<file path="src/rtl/tcc_timer_regs.vh">
// Register offsets, field positions, reset values and timing constants
// for the 16-bit capture/compare timer.
// Assumes a Wishbone slave with byte-wide registers, one per word.
`ifndef TCC_TIMER_REGS_VH
`define TCC_TIMER_REGS_VH

`define TCC_OFS_CTRL1      4'h0
`define TCC_OFS_CTRL2      4'h1
`define TCC_OFS_STATUS     4'h2
`define TCC_OFS_CAP1_HI    4'h3
`define TCC_OFS_CAP1_LO    4'h4
`define TCC_OFS_CMP1_HI    4'h5
`define TCC_OFS_CMP1_LO    4'h6
`define TCC_OFS_CNT_HI     4'h7
`define TCC_OFS_CNT_LO     4'h8
`define TCC_OFS_ACNT_HI    4'h9
`define TCC_OFS_ACNT_LO    4'hA
`define TCC_OFS_CAP2_HI    4'hB
`define TCC_OFS_CAP2_LO    4'hC
`define TCC_OFS_CMP2_HI    4'hD
`define TCC_OFS_CMP2_LO    4'hE
`define TCC_OFS_NONE       4'hF

// Control 1 bits.
`define TCC_C1_CAP_IE      7
`define TCC_C1_CMP_IE      6
`define TCC_C1_OVF_IE      5
`define TCC_C1_LVL2        2
`define TCC_C1_EDGE1       1
`define TCC_C1_LVL1        0
// Control 2 bits.
`define TCC_C2_PIN1_EN     7
`define TCC_C2_PIN2_EN     6
`define TCC_C2_PULSE       5
`define TCC_C2_PWM         4
`define TCC_C2_CLK_HI      3
`define TCC_C2_CLK_LO      2
`define TCC_C2_EDGE2       1
`define TCC_C2_EXT_EDGE    0
// Status bits.
`define TCC_ST_CAP1        7
`define TCC_ST_CMP1        6
`define TCC_ST_OVF         5
`define TCC_ST_CAP2        4
`define TCC_ST_CMP2        3

`define TCC_CNT_RELOAD     16'hFFFC
`define TCC_CNT_TOP        16'hFFFF
`define TCC_CMP_RESET      16'h8000
`define TCC_CAP_RESET      16'h0000
`define TCC_CLK_EXT        2'h3
`define TCC_DIV2_MASK      3'h1
`define TCC_DIV4_MASK      3'h3
`define TCC_DIV8_MASK      3'h7
`define TCC_BYTE_ZERO      8'h00

`endif

</file>
<file path="src/rtl/tcc_timer.v">
// 16-bit free-running timer with two captures, two compares, Wishbone
// slave and byte-wide registers placed one per 32-bit word.
// Assumes a single CPU clock domain; capture and external clock pins are
// asynchronous and are synchronised here.
//
// How it works
// - Sixteen-bit up-counter read as high byte and low byte registers.
// - Writing either counter low byte reloads the counter with FFFCh.
// - Reset loads FFFCh; FFFCh is the only value ever reloaded.
// - Two-bit clock field selects CPU clock divided by 2, 4, 8 or external.
// - Both clock bits set picks external pin; edge bit picks transition.
// - External edges are resynchronised to the CPU clock before counting.
// - High byte read latches low byte until low byte is read.
// - After a complete sequence, lone low byte reads return live value.
// - Counter wrap from FFFFh to 0000h sets the overflow flag.
// - Overflow interrupt asserts when enabled and unmasked, else pends.
// - Overflow clears by status read then main low byte access only.
// - Wait mode ignored; halt stops counting and keeps the count.
// - Capture edge copies counter into capture register and sets flag.
// - Channel 1 edge bit in control 1, channel 2 edge bit in control 2.
// - One capture enable covers both flags, gated by global mask.
// - Capture flag clears by status read then capture low byte access.
// - Capture high byte read blocks captures and flag until low read.
// - In pulse or PWM mode only capture channel 2 captures.
// - Capture pins always feed the timer, even when driven as outputs.
// - Each timer tick compares both unsuppressed registers; match sets flag, and pin and irq when enabled.
// - Compare registers are software only and reset to 8000h.
// - On match with pin enabled, pin takes its level bit; reset low.
// - Compare flag clears by status read then compare low byte access.
// - Compare high byte write suppresses compares until low byte write.
//
// The Wishbone interface to the registers and the register addresses were chosen for this implementation.
`timescale 1ns/1ps
`include "tcc_timer_regs.vh"

module tcc_timer
  (
   input  wire        clk_i,
   input  wire        rst_i,
   input  wire        ce_i,
   input  wire        halt_i,
   input  wire        irq_mask_i,
   input  wire        ext_clock_pin_i,
   input  wire        capture_pin_1_i,
   input  wire        capture_pin_2_i,
   input  wire        wb_cyc_i,
   input  wire        wb_stb_i,
   input  wire        wb_we_i,
   input  wire [5:0]  wb_adr_i,
   input  wire [3:0]  wb_sel_i,
   input  wire [31:0] wb_dat_i,
   output reg  [31:0] wb_dat_o,
   output reg         wb_ack_o,
   output reg         compare_pin_1_o,
   output reg         compare_pin_2_o,
   output reg         irq_o
   );

   reg [7:0]  ctrl1_r;
   reg [7:0]  ctrl2_r;
   reg [15:0] count_value_r;
   reg [7:0]  cnt_buf_r;
   reg        cnt_lock_r;
   reg [15:0] cap1_r;
   reg [15:0] cap2_r;
   reg [7:0]  cap1_buf_r;
   reg [7:0]  cap2_buf_r;
   reg        cap1_blk_r;
   reg        cap2_blk_r;
   reg [15:0] cmp1_r;
   reg [15:0] cmp2_r;
   reg        cmp1_blk_r;
   reg        cmp2_blk_r;
   reg        ovf_r;
   reg        capf1_r;
   reg        capf2_r;
   reg        cmpf1_r;
   reg        cmpf2_r;
   reg        ovf_arm_r;
   reg        capf1_arm_r;
   reg        capf2_arm_r;
   reg        cmpf1_arm_r;
   reg        cmpf2_arm_r;
   reg [2:0]  div_r;
   reg [2:0]  ext_sync_r;
   reg [2:0]  ic1_sync_r;
   reg [2:0]  ic2_sync_r;
   reg        ext_lvl_r;
   reg        ic1_lvl_r;
   reg        ic2_lvl_r;

   // Filtered level of a three-stage synchroniser: change once 2 and 3 agree.
   function filt;
      input [2:0] s;
      input       prev;
      begin
         filt = (s[2] == s[1]) ? s[1] : prev;
      end
   endfunction

   // Selected edge of a filtered level; sel high means rising.
   function edge_hit;
      input new_l;
      input old_l;
      input sel;
      begin
         edge_hit = sel ? (new_l & ~old_l) : (~new_l & old_l);
      end
   endfunction

   // Side effects land at the taking edge; ack and read data follow one
   // cycle later, so a master sees the new state as soon as it sees ack.
   wire       req      = wb_cyc_i & wb_stb_i & ~wb_ack_o;
   wire [3:0] idx      = wb_adr_i[5:2];
   wire       wr       = req & wb_we_i & wb_sel_i[0];
   wire       rd       = req & ~wb_we_i;
   wire       acc      = wr | rd;
   wire       hit      = req & (idx != `TCC_OFS_NONE);

   wire       ext_new  = filt(ext_sync_r, ext_lvl_r);
   wire       ic1_new  = filt(ic1_sync_r, ic1_lvl_r);
   wire       ic2_new  = filt(ic2_sync_r, ic2_lvl_r);
   wire       special  = ctrl2_r[`TCC_C2_PULSE] | ctrl2_r[`TCC_C2_PWM];
   wire [1:0] clk_sel  = {ctrl2_r[`TCC_C2_CLK_HI], ctrl2_r[`TCC_C2_CLK_LO]};
   wire [2:0] div_mask = (clk_sel == 2'h0) ? `TCC_DIV4_MASK :
                         (clk_sel == 2'h1) ? `TCC_DIV2_MASK :
                         `TCC_DIV8_MASK;
   wire       ext_tick = edge_hit(ext_new, ext_lvl_r,
                                  ctrl2_r[`TCC_C2_EXT_EDGE]);
   // External edges are counted on the rising clock after the pin filter,
   // which keeps the whole block on a single clock edge.
   wire       tick     = ~halt_i & ((clk_sel == `TCC_CLK_EXT) ? ext_tick :
                         ((div_r & div_mask) == div_mask));
   wire       cap1_ev  = edge_hit(ic1_new, ic1_lvl_r,
                                  ctrl1_r[`TCC_C1_EDGE1]);
   wire       cap2_ev  = edge_hit(ic2_new, ic2_lvl_r,
                                  ctrl2_r[`TCC_C2_EDGE2]);
   wire       do_cap1  = cap1_ev & ~cap1_blk_r & ~special;
   wire       do_cap2  = cap2_ev & ~cap2_blk_r;
   wire       m1       = tick & ~cmp1_blk_r & (count_value_r == cmp1_r);
   wire       m2       = tick & ~cmp2_blk_r & (count_value_r == cmp2_r);
   wire       wrap     = tick & (count_value_r == `TCC_CNT_TOP);
   wire       st_rd    = rd & (idx == `TCC_OFS_STATUS);
   wire       cnt_lo   = acc & (idx == `TCC_OFS_CNT_LO);
   wire       acnt_lo  = acc & (idx == `TCC_OFS_ACNT_LO);
   wire       cnt_hi_rd = rd & ((idx == `TCC_OFS_CNT_HI) |
                                (idx == `TCC_OFS_ACNT_HI));
   wire       lo_rd    = rd & ((idx == `TCC_OFS_CNT_LO) |
                               (idx == `TCC_OFS_ACNT_LO));
   wire       cap1_lo  = acc & (idx == `TCC_OFS_CAP1_LO);
   wire       cap2_lo  = acc & (idx == `TCC_OFS_CAP2_LO);
   wire       cmp1_lo  = acc & (idx == `TCC_OFS_CMP1_LO);
   wire       cmp2_lo  = acc & (idx == `TCC_OFS_CMP2_LO);
   wire [7:0] status   = {capf1_r, cmpf1_r, ovf_r, capf2_r, cmpf2_r,
                          3'h0};

   reg [7:0]  rdata;
   always @*
   begin
      rdata = `TCC_BYTE_ZERO;
      if (idx == `TCC_OFS_CTRL1)
         rdata = ctrl1_r;
      else if (idx == `TCC_OFS_CTRL2)
         rdata = ctrl2_r;
      else if (idx == `TCC_OFS_STATUS)
         rdata = status;
      else if (idx == `TCC_OFS_CAP1_HI)
         rdata = cap1_r[15:8];
      else if (idx == `TCC_OFS_CAP1_LO)
         rdata = cap1_blk_r ? cap1_buf_r : cap1_r[7:0];
      else if (idx == `TCC_OFS_CAP2_HI)
         rdata = cap2_r[15:8];
      else if (idx == `TCC_OFS_CAP2_LO)
         rdata = cap2_blk_r ? cap2_buf_r : cap2_r[7:0];
      else if (idx == `TCC_OFS_CMP1_HI)
         rdata = cmp1_r[15:8];
      else if (idx == `TCC_OFS_CMP1_LO)
         rdata = cmp1_r[7:0];
      else if (idx == `TCC_OFS_CMP2_HI)
         rdata = cmp2_r[15:8];
      else if (idx == `TCC_OFS_CMP2_LO)
         rdata = cmp2_r[7:0];
      else if ((idx == `TCC_OFS_CNT_HI) || (idx == `TCC_OFS_ACNT_HI))
         rdata = count_value_r[15:8];
      else if ((idx == `TCC_OFS_CNT_LO) || (idx == `TCC_OFS_ACNT_LO))
         rdata = cnt_lock_r ? cnt_buf_r : count_value_r[7:0];
   end

   always @(posedge clk_i)
   begin
      if (rst_i)
      begin
         ctrl1_r       <= `TCC_BYTE_ZERO;
         ctrl2_r       <= `TCC_BYTE_ZERO;
         count_value_r <= `TCC_CNT_RELOAD;
         cnt_buf_r     <= `TCC_BYTE_ZERO;
         cnt_lock_r    <= 1'b0;
         cap1_r        <= `TCC_CAP_RESET;
         cap2_r        <= `TCC_CAP_RESET;
         cap1_buf_r    <= `TCC_BYTE_ZERO;
         cap2_buf_r    <= `TCC_BYTE_ZERO;
         cap1_blk_r    <= 1'b0;
         cap2_blk_r    <= 1'b0;
         cmp1_r        <= `TCC_CMP_RESET;
         cmp2_r        <= `TCC_CMP_RESET;
         cmp1_blk_r    <= 1'b0;
         cmp2_blk_r    <= 1'b0;
         ovf_r         <= 1'b0;
         capf1_r       <= 1'b0;
         capf2_r       <= 1'b0;
         cmpf1_r       <= 1'b0;
         cmpf2_r       <= 1'b0;
         ovf_arm_r     <= 1'b0;
         capf1_arm_r   <= 1'b0;
         capf2_arm_r   <= 1'b0;
         cmpf1_arm_r   <= 1'b0;
         cmpf2_arm_r   <= 1'b0;
         div_r         <= 3'h0;
         ext_sync_r    <= 3'h0;
         ic1_sync_r    <= 3'h0;
         ic2_sync_r    <= 3'h0;
         ext_lvl_r     <= 1'b0;
         ic1_lvl_r     <= 1'b0;
         ic2_lvl_r     <= 1'b0;
         compare_pin_1_o <= 1'b0;
         compare_pin_2_o <= 1'b0;
         irq_o         <= 1'b0;
         wb_ack_o      <= 1'b0;
         wb_dat_o      <= 32'h00000000;
      end
      else if (ce_i)
      begin
         ext_sync_r <= {ext_sync_r[1:0], ext_clock_pin_i};
         ic1_sync_r <= {ic1_sync_r[1:0], capture_pin_1_i};
         ic2_sync_r <= {ic2_sync_r[1:0], capture_pin_2_i};
         ext_lvl_r  <= ext_new;
         ic1_lvl_r  <= ic1_new;
         ic2_lvl_r  <= ic2_new;
         wb_ack_o   <= req;
         wb_dat_o   <= {24'h000000, (hit ? rdata : `TCC_BYTE_ZERO)};

         if (wr && (idx == `TCC_OFS_CTRL1))
            ctrl1_r <= wb_dat_i[7:0];
         if (wr && (idx == `TCC_OFS_CTRL2))
            ctrl2_r <= wb_dat_i[7:0];

         if (~halt_i)
            div_r <= div_r + 3'h1;
         if (wr && ((idx == `TCC_OFS_CNT_LO) || (idx == `TCC_OFS_ACNT_LO)))
         begin
            count_value_r <= `TCC_CNT_RELOAD;
            div_r         <= 3'h0;
         end
         else if (tick)
            count_value_r <= count_value_r + 16'h0001;

         if (cnt_hi_rd && !cnt_lock_r)
         begin
            cnt_buf_r  <= count_value_r[7:0];
            cnt_lock_r <= 1'b1;
         end
         else if (lo_rd)
            cnt_lock_r <= 1'b0;

         // Arm on a status read that sees the flag; a status read that sees it clear
         // drops the arm, so only a low-byte access after an arming read completes the clear.
         if (st_rd)
         begin
            ovf_arm_r   <= ovf_r;
            capf1_arm_r <= capf1_r;
            capf2_arm_r <= capf2_r;
            cmpf1_arm_r <= cmpf1_r;
            cmpf2_arm_r <= cmpf2_r;
         end
         // Hardware set wins over a clear in the same cycle.
         if (wrap)
            ovf_r <= 1'b1;
         else if (cnt_lo && ovf_arm_r && !acnt_lo)
         begin
            ovf_r     <= 1'b0;
            ovf_arm_r <= 1'b0;
         end

         if (rd && (idx == `TCC_OFS_CAP1_HI))
         begin
            cap1_blk_r <= 1'b1;
            cap1_buf_r <= cap1_r[7:0];
         end
         else if (rd && (idx == `TCC_OFS_CAP1_LO))
            cap1_blk_r <= 1'b0;
         if (rd && (idx == `TCC_OFS_CAP2_HI))
         begin
            cap2_blk_r <= 1'b1;
            cap2_buf_r <= cap2_r[7:0];
         end
         else if (rd && (idx == `TCC_OFS_CAP2_LO))
            cap2_blk_r <= 1'b0;

         if (do_cap1)
         begin
            cap1_r  <= count_value_r;
            capf1_r <= 1'b1;
         end
         else if (cap1_lo && capf1_arm_r)
         begin
            capf1_r     <= 1'b0;
            capf1_arm_r <= 1'b0;
         end
         if (do_cap2)
         begin
            cap2_r  <= count_value_r;
            capf2_r <= 1'b1;
         end
         else if (cap2_lo && capf2_arm_r)
         begin
            capf2_r     <= 1'b0;
            capf2_arm_r <= 1'b0;
         end

         if (wr && (idx == `TCC_OFS_CMP1_HI))
         begin
            cmp1_r[15:8] <= wb_dat_i[7:0];
            cmp1_blk_r   <= 1'b1;
         end
         if (wr && (idx == `TCC_OFS_CMP1_LO))
         begin
            cmp1_r[7:0] <= wb_dat_i[7:0];
            cmp1_blk_r  <= 1'b0;
         end
         if (wr && (idx == `TCC_OFS_CMP2_HI))
         begin
            cmp2_r[15:8] <= wb_dat_i[7:0];
            cmp2_blk_r   <= 1'b1;
         end
         if (wr && (idx == `TCC_OFS_CMP2_LO))
         begin
            cmp2_r[7:0] <= wb_dat_i[7:0];
            cmp2_blk_r  <= 1'b0;
         end

         if (m1)
         begin
            cmpf1_r <= 1'b1;
            if (ctrl2_r[`TCC_C2_PIN1_EN])
               compare_pin_1_o <= ctrl1_r[`TCC_C1_LVL1];
         end
         else if (cmp1_lo && cmpf1_arm_r)
         begin
            cmpf1_r     <= 1'b0;
            cmpf1_arm_r <= 1'b0;
         end
         if (m2)
         begin
            cmpf2_r <= 1'b1;
            if (ctrl2_r[`TCC_C2_PIN2_EN])
               compare_pin_2_o <= ctrl1_r[`TCC_C1_LVL2];
         end
         else if (cmp2_lo && cmpf2_arm_r)
         begin
            cmpf2_r     <= 1'b0;
            cmpf2_arm_r <= 1'b0;
         end

         irq_o <= ~irq_mask_i &
                  ((ctrl1_r[`TCC_C1_OVF_IE] & ovf_r) |
                   (ctrl1_r[`TCC_C1_CAP_IE] & (capf1_r | capf2_r)) |
                   (ctrl1_r[`TCC_C1_CMP_IE] & (cmpf1_r | cmpf2_r)));
      end
   end

endmodule

</file>
<file path="config.mk">
export PLATFORM = sky130hd
export DESIGN_NAME = tcc_timer
export DESIGN_NICKNAME = d
export VERILOG_FILES = /design/src/rtl/tcc_timer.v
export VERILOG_INCLUDE_DIRS = /design/src /design/src/rtl
export SDC_FILE = /design/constraint.sdc
export NUM_CORES = 1
export LEC_CHECK = 0
export BUFFER_PORTS_ARGS = -buffer_cell sky130_fd_sc_hd__buf_4
export CAP_MARGIN = 20
export CORE_MARGIN = 1.5
export CORE_UTILIZATION = 64
export DETAILED_ROUTE_END_ITERATION = 8
export GPL_TIMING_DRIVEN = 0
export PLACE_DENSITY = 0.91
export RECOVER_POWER = 100
export SLEW_MARGIN = 20
export SYNTH_ARGS = -nofsm -noshare
export SYNTH_HDL_FRONTEND = slang
export SYNTH_SLANG_ARGS = --single-unit
</file>
<file path="constraint.sdc">
create_clock -name clk_i -period 3.46 [get_ports clk_i]
set_input_delay 0.519 -clock clk_i [delete_from_list [all_inputs] [get_ports clk_i]]
set_output_delay 0.519 -clock clk_i [all_outputs]
set_load 0.05 [all_outputs]
</file>
==> flow_metrics.env <==
export IMPL_status="complete, but fails checks"
export IMPL_violations="capacitance limit, slew limit"
export IMPL_fin_worst_skew_ns=0.00904
export IMPL_cts_htree_levels=4
export IMPL_grt_usage_pct=41.5
export IMPL_fmax_ghz=0.341
export IMPL_place_port_buffers=32
export IMPL_syn2layout_area_growth_pct=11.0
export IMPL_grt_pass1_vias=7788
export IMPL_final_fill_count=1022
export IMPL_r2r_slack_ns=0.54
export IMPL_drt_iter0_drc=885
export IMPL_worstMarginPinSlew_ns=1.51
export IMPL_clock_sinks=162
export IMPL_critPathCaptureType="flop"
export IMPL_leakagePower_nw=3.50
export IMPL_hp_class="input pin to flop"
export IMPL_ys_warn_count=0
export IMPL_postCtsHoldBufs=0
export IMPL_synth_cell_types=79
export IMPL_routed_via_density=6.46
export IMPL_cts_tree="built"
export IMPL_final_cell_mix="162 x dfxtp_1, 142 x nor2_1, 118 x mux2i_1"
export IMPL_drc=0
export IMPL_finalWeightedCongestion=1.05
export IMPL_synthFlopType="dfxtp_1"
export IMPL_nets=1125
export IMPL_die_width_um=119
export IMPL_worst_setup_path_start_kind="input pin"
export IMPL_cts_buffers=17
export IMPL_drt_wl_total_mm=29.1
export IMPL_wl_per_cell_um=23.1
export IMPL_cts_root_buffer="clkbuf_16"
export IMPL_post_route_period_util_pct=84.6
export IMPL_synth_edf_count=0
export IMPL_post_cts_resized=0
export IMPL_grt_remaining_overflow=0
export IMPL_post_route_util_pct=72.3
export IMPL_place_hpwl_mm=20.7
export IMPL_dieArea_um2=14100
export IMPL_hold_slack_ns=0.322
export IMPL_timing_final_crit_period_ns=2.93
export IMPL_grt_max_degree=17
export IMPL_start_util_pct=65.2
export IMPL_criticalPathCategory="input pin to flop"
export IMPL_arrival_ns=3.24
export IMPL_rows=42
export IMPL_power_density_nw_per_um2=437
export IMPL_finalSetupTns_ns=0
export IMPL_use_met1_pct=50.6
export IMPL_antenna_left=0
export IMPL_cts_buffer_depth=2
export IMPL_slew_headroom_pct=-1.69
export IMPL_grt_busiest_layer="met2"
export IMPL_antenna_found_initial=1
export IMPL_use_met3_pct=11.4
export IMPL_netlist_instances=996
export IMPL_chipHeight_um=119
export IMPL_drive_gt1_share_pct=10.6
export IMPL_drt_pass1_iterations=7
export IMPL_postCtsSetupBuffers=0
export IMPL_finalHoldViolCount=0
export IMPL_peakVddDrop_v=0.000350
export IMPL_async_flop_share_pct=0
export IMPL_vias=8127
export IMPL_core_area_um2=13100
export IMPL_clkLatencyLatePin_ns=0.44
export IMPL_globalRouteMet2Util_pct=63.8
export IMPL_avgSynthCellArea_um2=8.59
export IMPL_setup_viol=0
export IMPL_diodes=0
export IMPL_rsz0062_at_grt="no"
export IMPL_drv_slew=9
export IMPL_ys_ff_latch=162
export IMPL_ys_seq_area_share_pct=37.9
export IMPL_io_pins=89
export IMPL_cts_clk_slew_worst_paths_ns=0.06
export IMPL_cp_max_fo=8
export IMPL_drv_cap=1
export IMPL_grt_pass1_wl_mm=44.0
export IMPL_synth_area_um2=8560
export IMPL_final_common_cell="dfxtp_1"
export IMPL_worstPathRequired_ns=3.77
==> power breakdown <==
part / internal [mW] / total, mW / leakage [nW] / switching (mW)
clock: 1.10 / 1.89 / 0.287 / 0.790
sequential: 1.87 / 1.88 / 1.31 / 0.00739
combinational: 0.109 / 0.378 / 1.91 / 0.269
total: 3.08 / 4.15 / 3.50 / 1.07
==> worst max-delay path: stages <==
cell and delay, ns:
clkbuf_1 0.37, nand4b_1 0.36, clkinv_1 0.13, nand3_1 0.23
nor3_1 1.21, mux2i_1 0.34, nor2_1 0.06
==> path summary, 6_finish.rpt <==
kind                        start       endpoint  cells after the start
hold / removal    ext_clock_pin_i  ext_sync_r[0]                      3
setup / recovery             ce_i     ctrl2_r[0]                      7
hold reg to reg         cap2_r[4]  cap2_buf_r[4]                      2
setup reg to reg       ctrl2_r[0]    cmpf1_arm_r                      7
==> Yosys cell counts, types with 6 or more instances <==
master / count / area (µm²)
mux2i_1: 118 / 1180
clkbuf_1: 42 / 158
o22ai_1: 6 / 37.5
or3_1: 8 / 50.1
xor2_1: 21 / 184
nand4_1: 7 / 43.8
buf_4: 29 / 218
xnor2_1: 18 / 158
nor2b_1: 16 / 100
o21ai_0: 64 / 320
nand3_1: 21 / 105
nor3_1: 18 / 90.1
mux2_2: 13 / 146
buf_2: 23 / 115
a21oi_1: 58 / 290
dfxtp_1: 162 / 3240
and2_1: 7 / 43.8
nand2b_1: 6 / 37.5
a211oi_1: 8 / 60.1
inv_1: 9 / 33.8
a31oi_1: 6 / 37.5
a22oi_1: 12 / 90.1
nand2_1: 72 / 270
nor2_1: 138 / 518
==> flip-flops by register name, summed over array words and instances (netlist names), 3 cells and up <==
register       cells
cmp2_r            16
ic1_sync_r         3
cap2_r            16
div_r              3
cnt_buf_r          8
cap1_r            16
cmp1_r            16
cap1_buf_r         8
wb_dat_o           8
cap2_buf_r         8
ext_sync_r         3
count_value_r     16
ctrl1_r            8
ctrl2_r            8
ic2_sync_r         3
==> cell type report <==
cell class	count	area, µm²	share of cell area [%]
Clock inverter	12	130	1.37
Clock buffer	20	457	4.81
Inverter	11	41.3	0.435
Multi-Input combinational cell	746	4710	49.6
Buffer	100	503	5.30
Sequential cell	162	3240	34.1
Timing Repair Buffer	32	195	2.06
Tap cell	176	220	2.32
==> per-stage QoR <==
| stage | power [mW] | cells | setup slack (ns) | area (µm²) |
|---|---|---|---|---|
| 4_1_cts | 4.14 | 1259 | 0.886 | 9690 |
| 6_report | 4.15 | 1259 | 0.531 | 9500 |
| 2_1_floorplan | 2.18 | 1019 | 1.42 | 8650 |
| 5_1_grt | 4.24 | 1259 | 0.452 | 9500 |
| 3_3_place_gp | 2.29 | 1227 | 0.648 | 9110 |
| 3_5_place_dp | 2.29 | 1227 | 0.650 | 9110 |
==> cells by family after synthesis <==
logic type                 share of synthesized area [%]
and+or+nand+nor                                     19.4
AOI/OAI and AO/OA                                   16.3
DFF                                                 37.9
muxes                                               15.5
buffers and inverters                               6.56
xor gates and xnor gates                            3.99
adders and majority gates                          0.292
other                                             0.0438
==> layer usage <==
metal | vias up | wire length (µm)
li1 | 3626 | -
met1 | 3808 | 11100
met3 | 147 | 3110
met4 | 0 | 2160
met5 | - | 0
met2 | 546 | 12700
No activity file was read; power rests on OpenSTA's default activity.
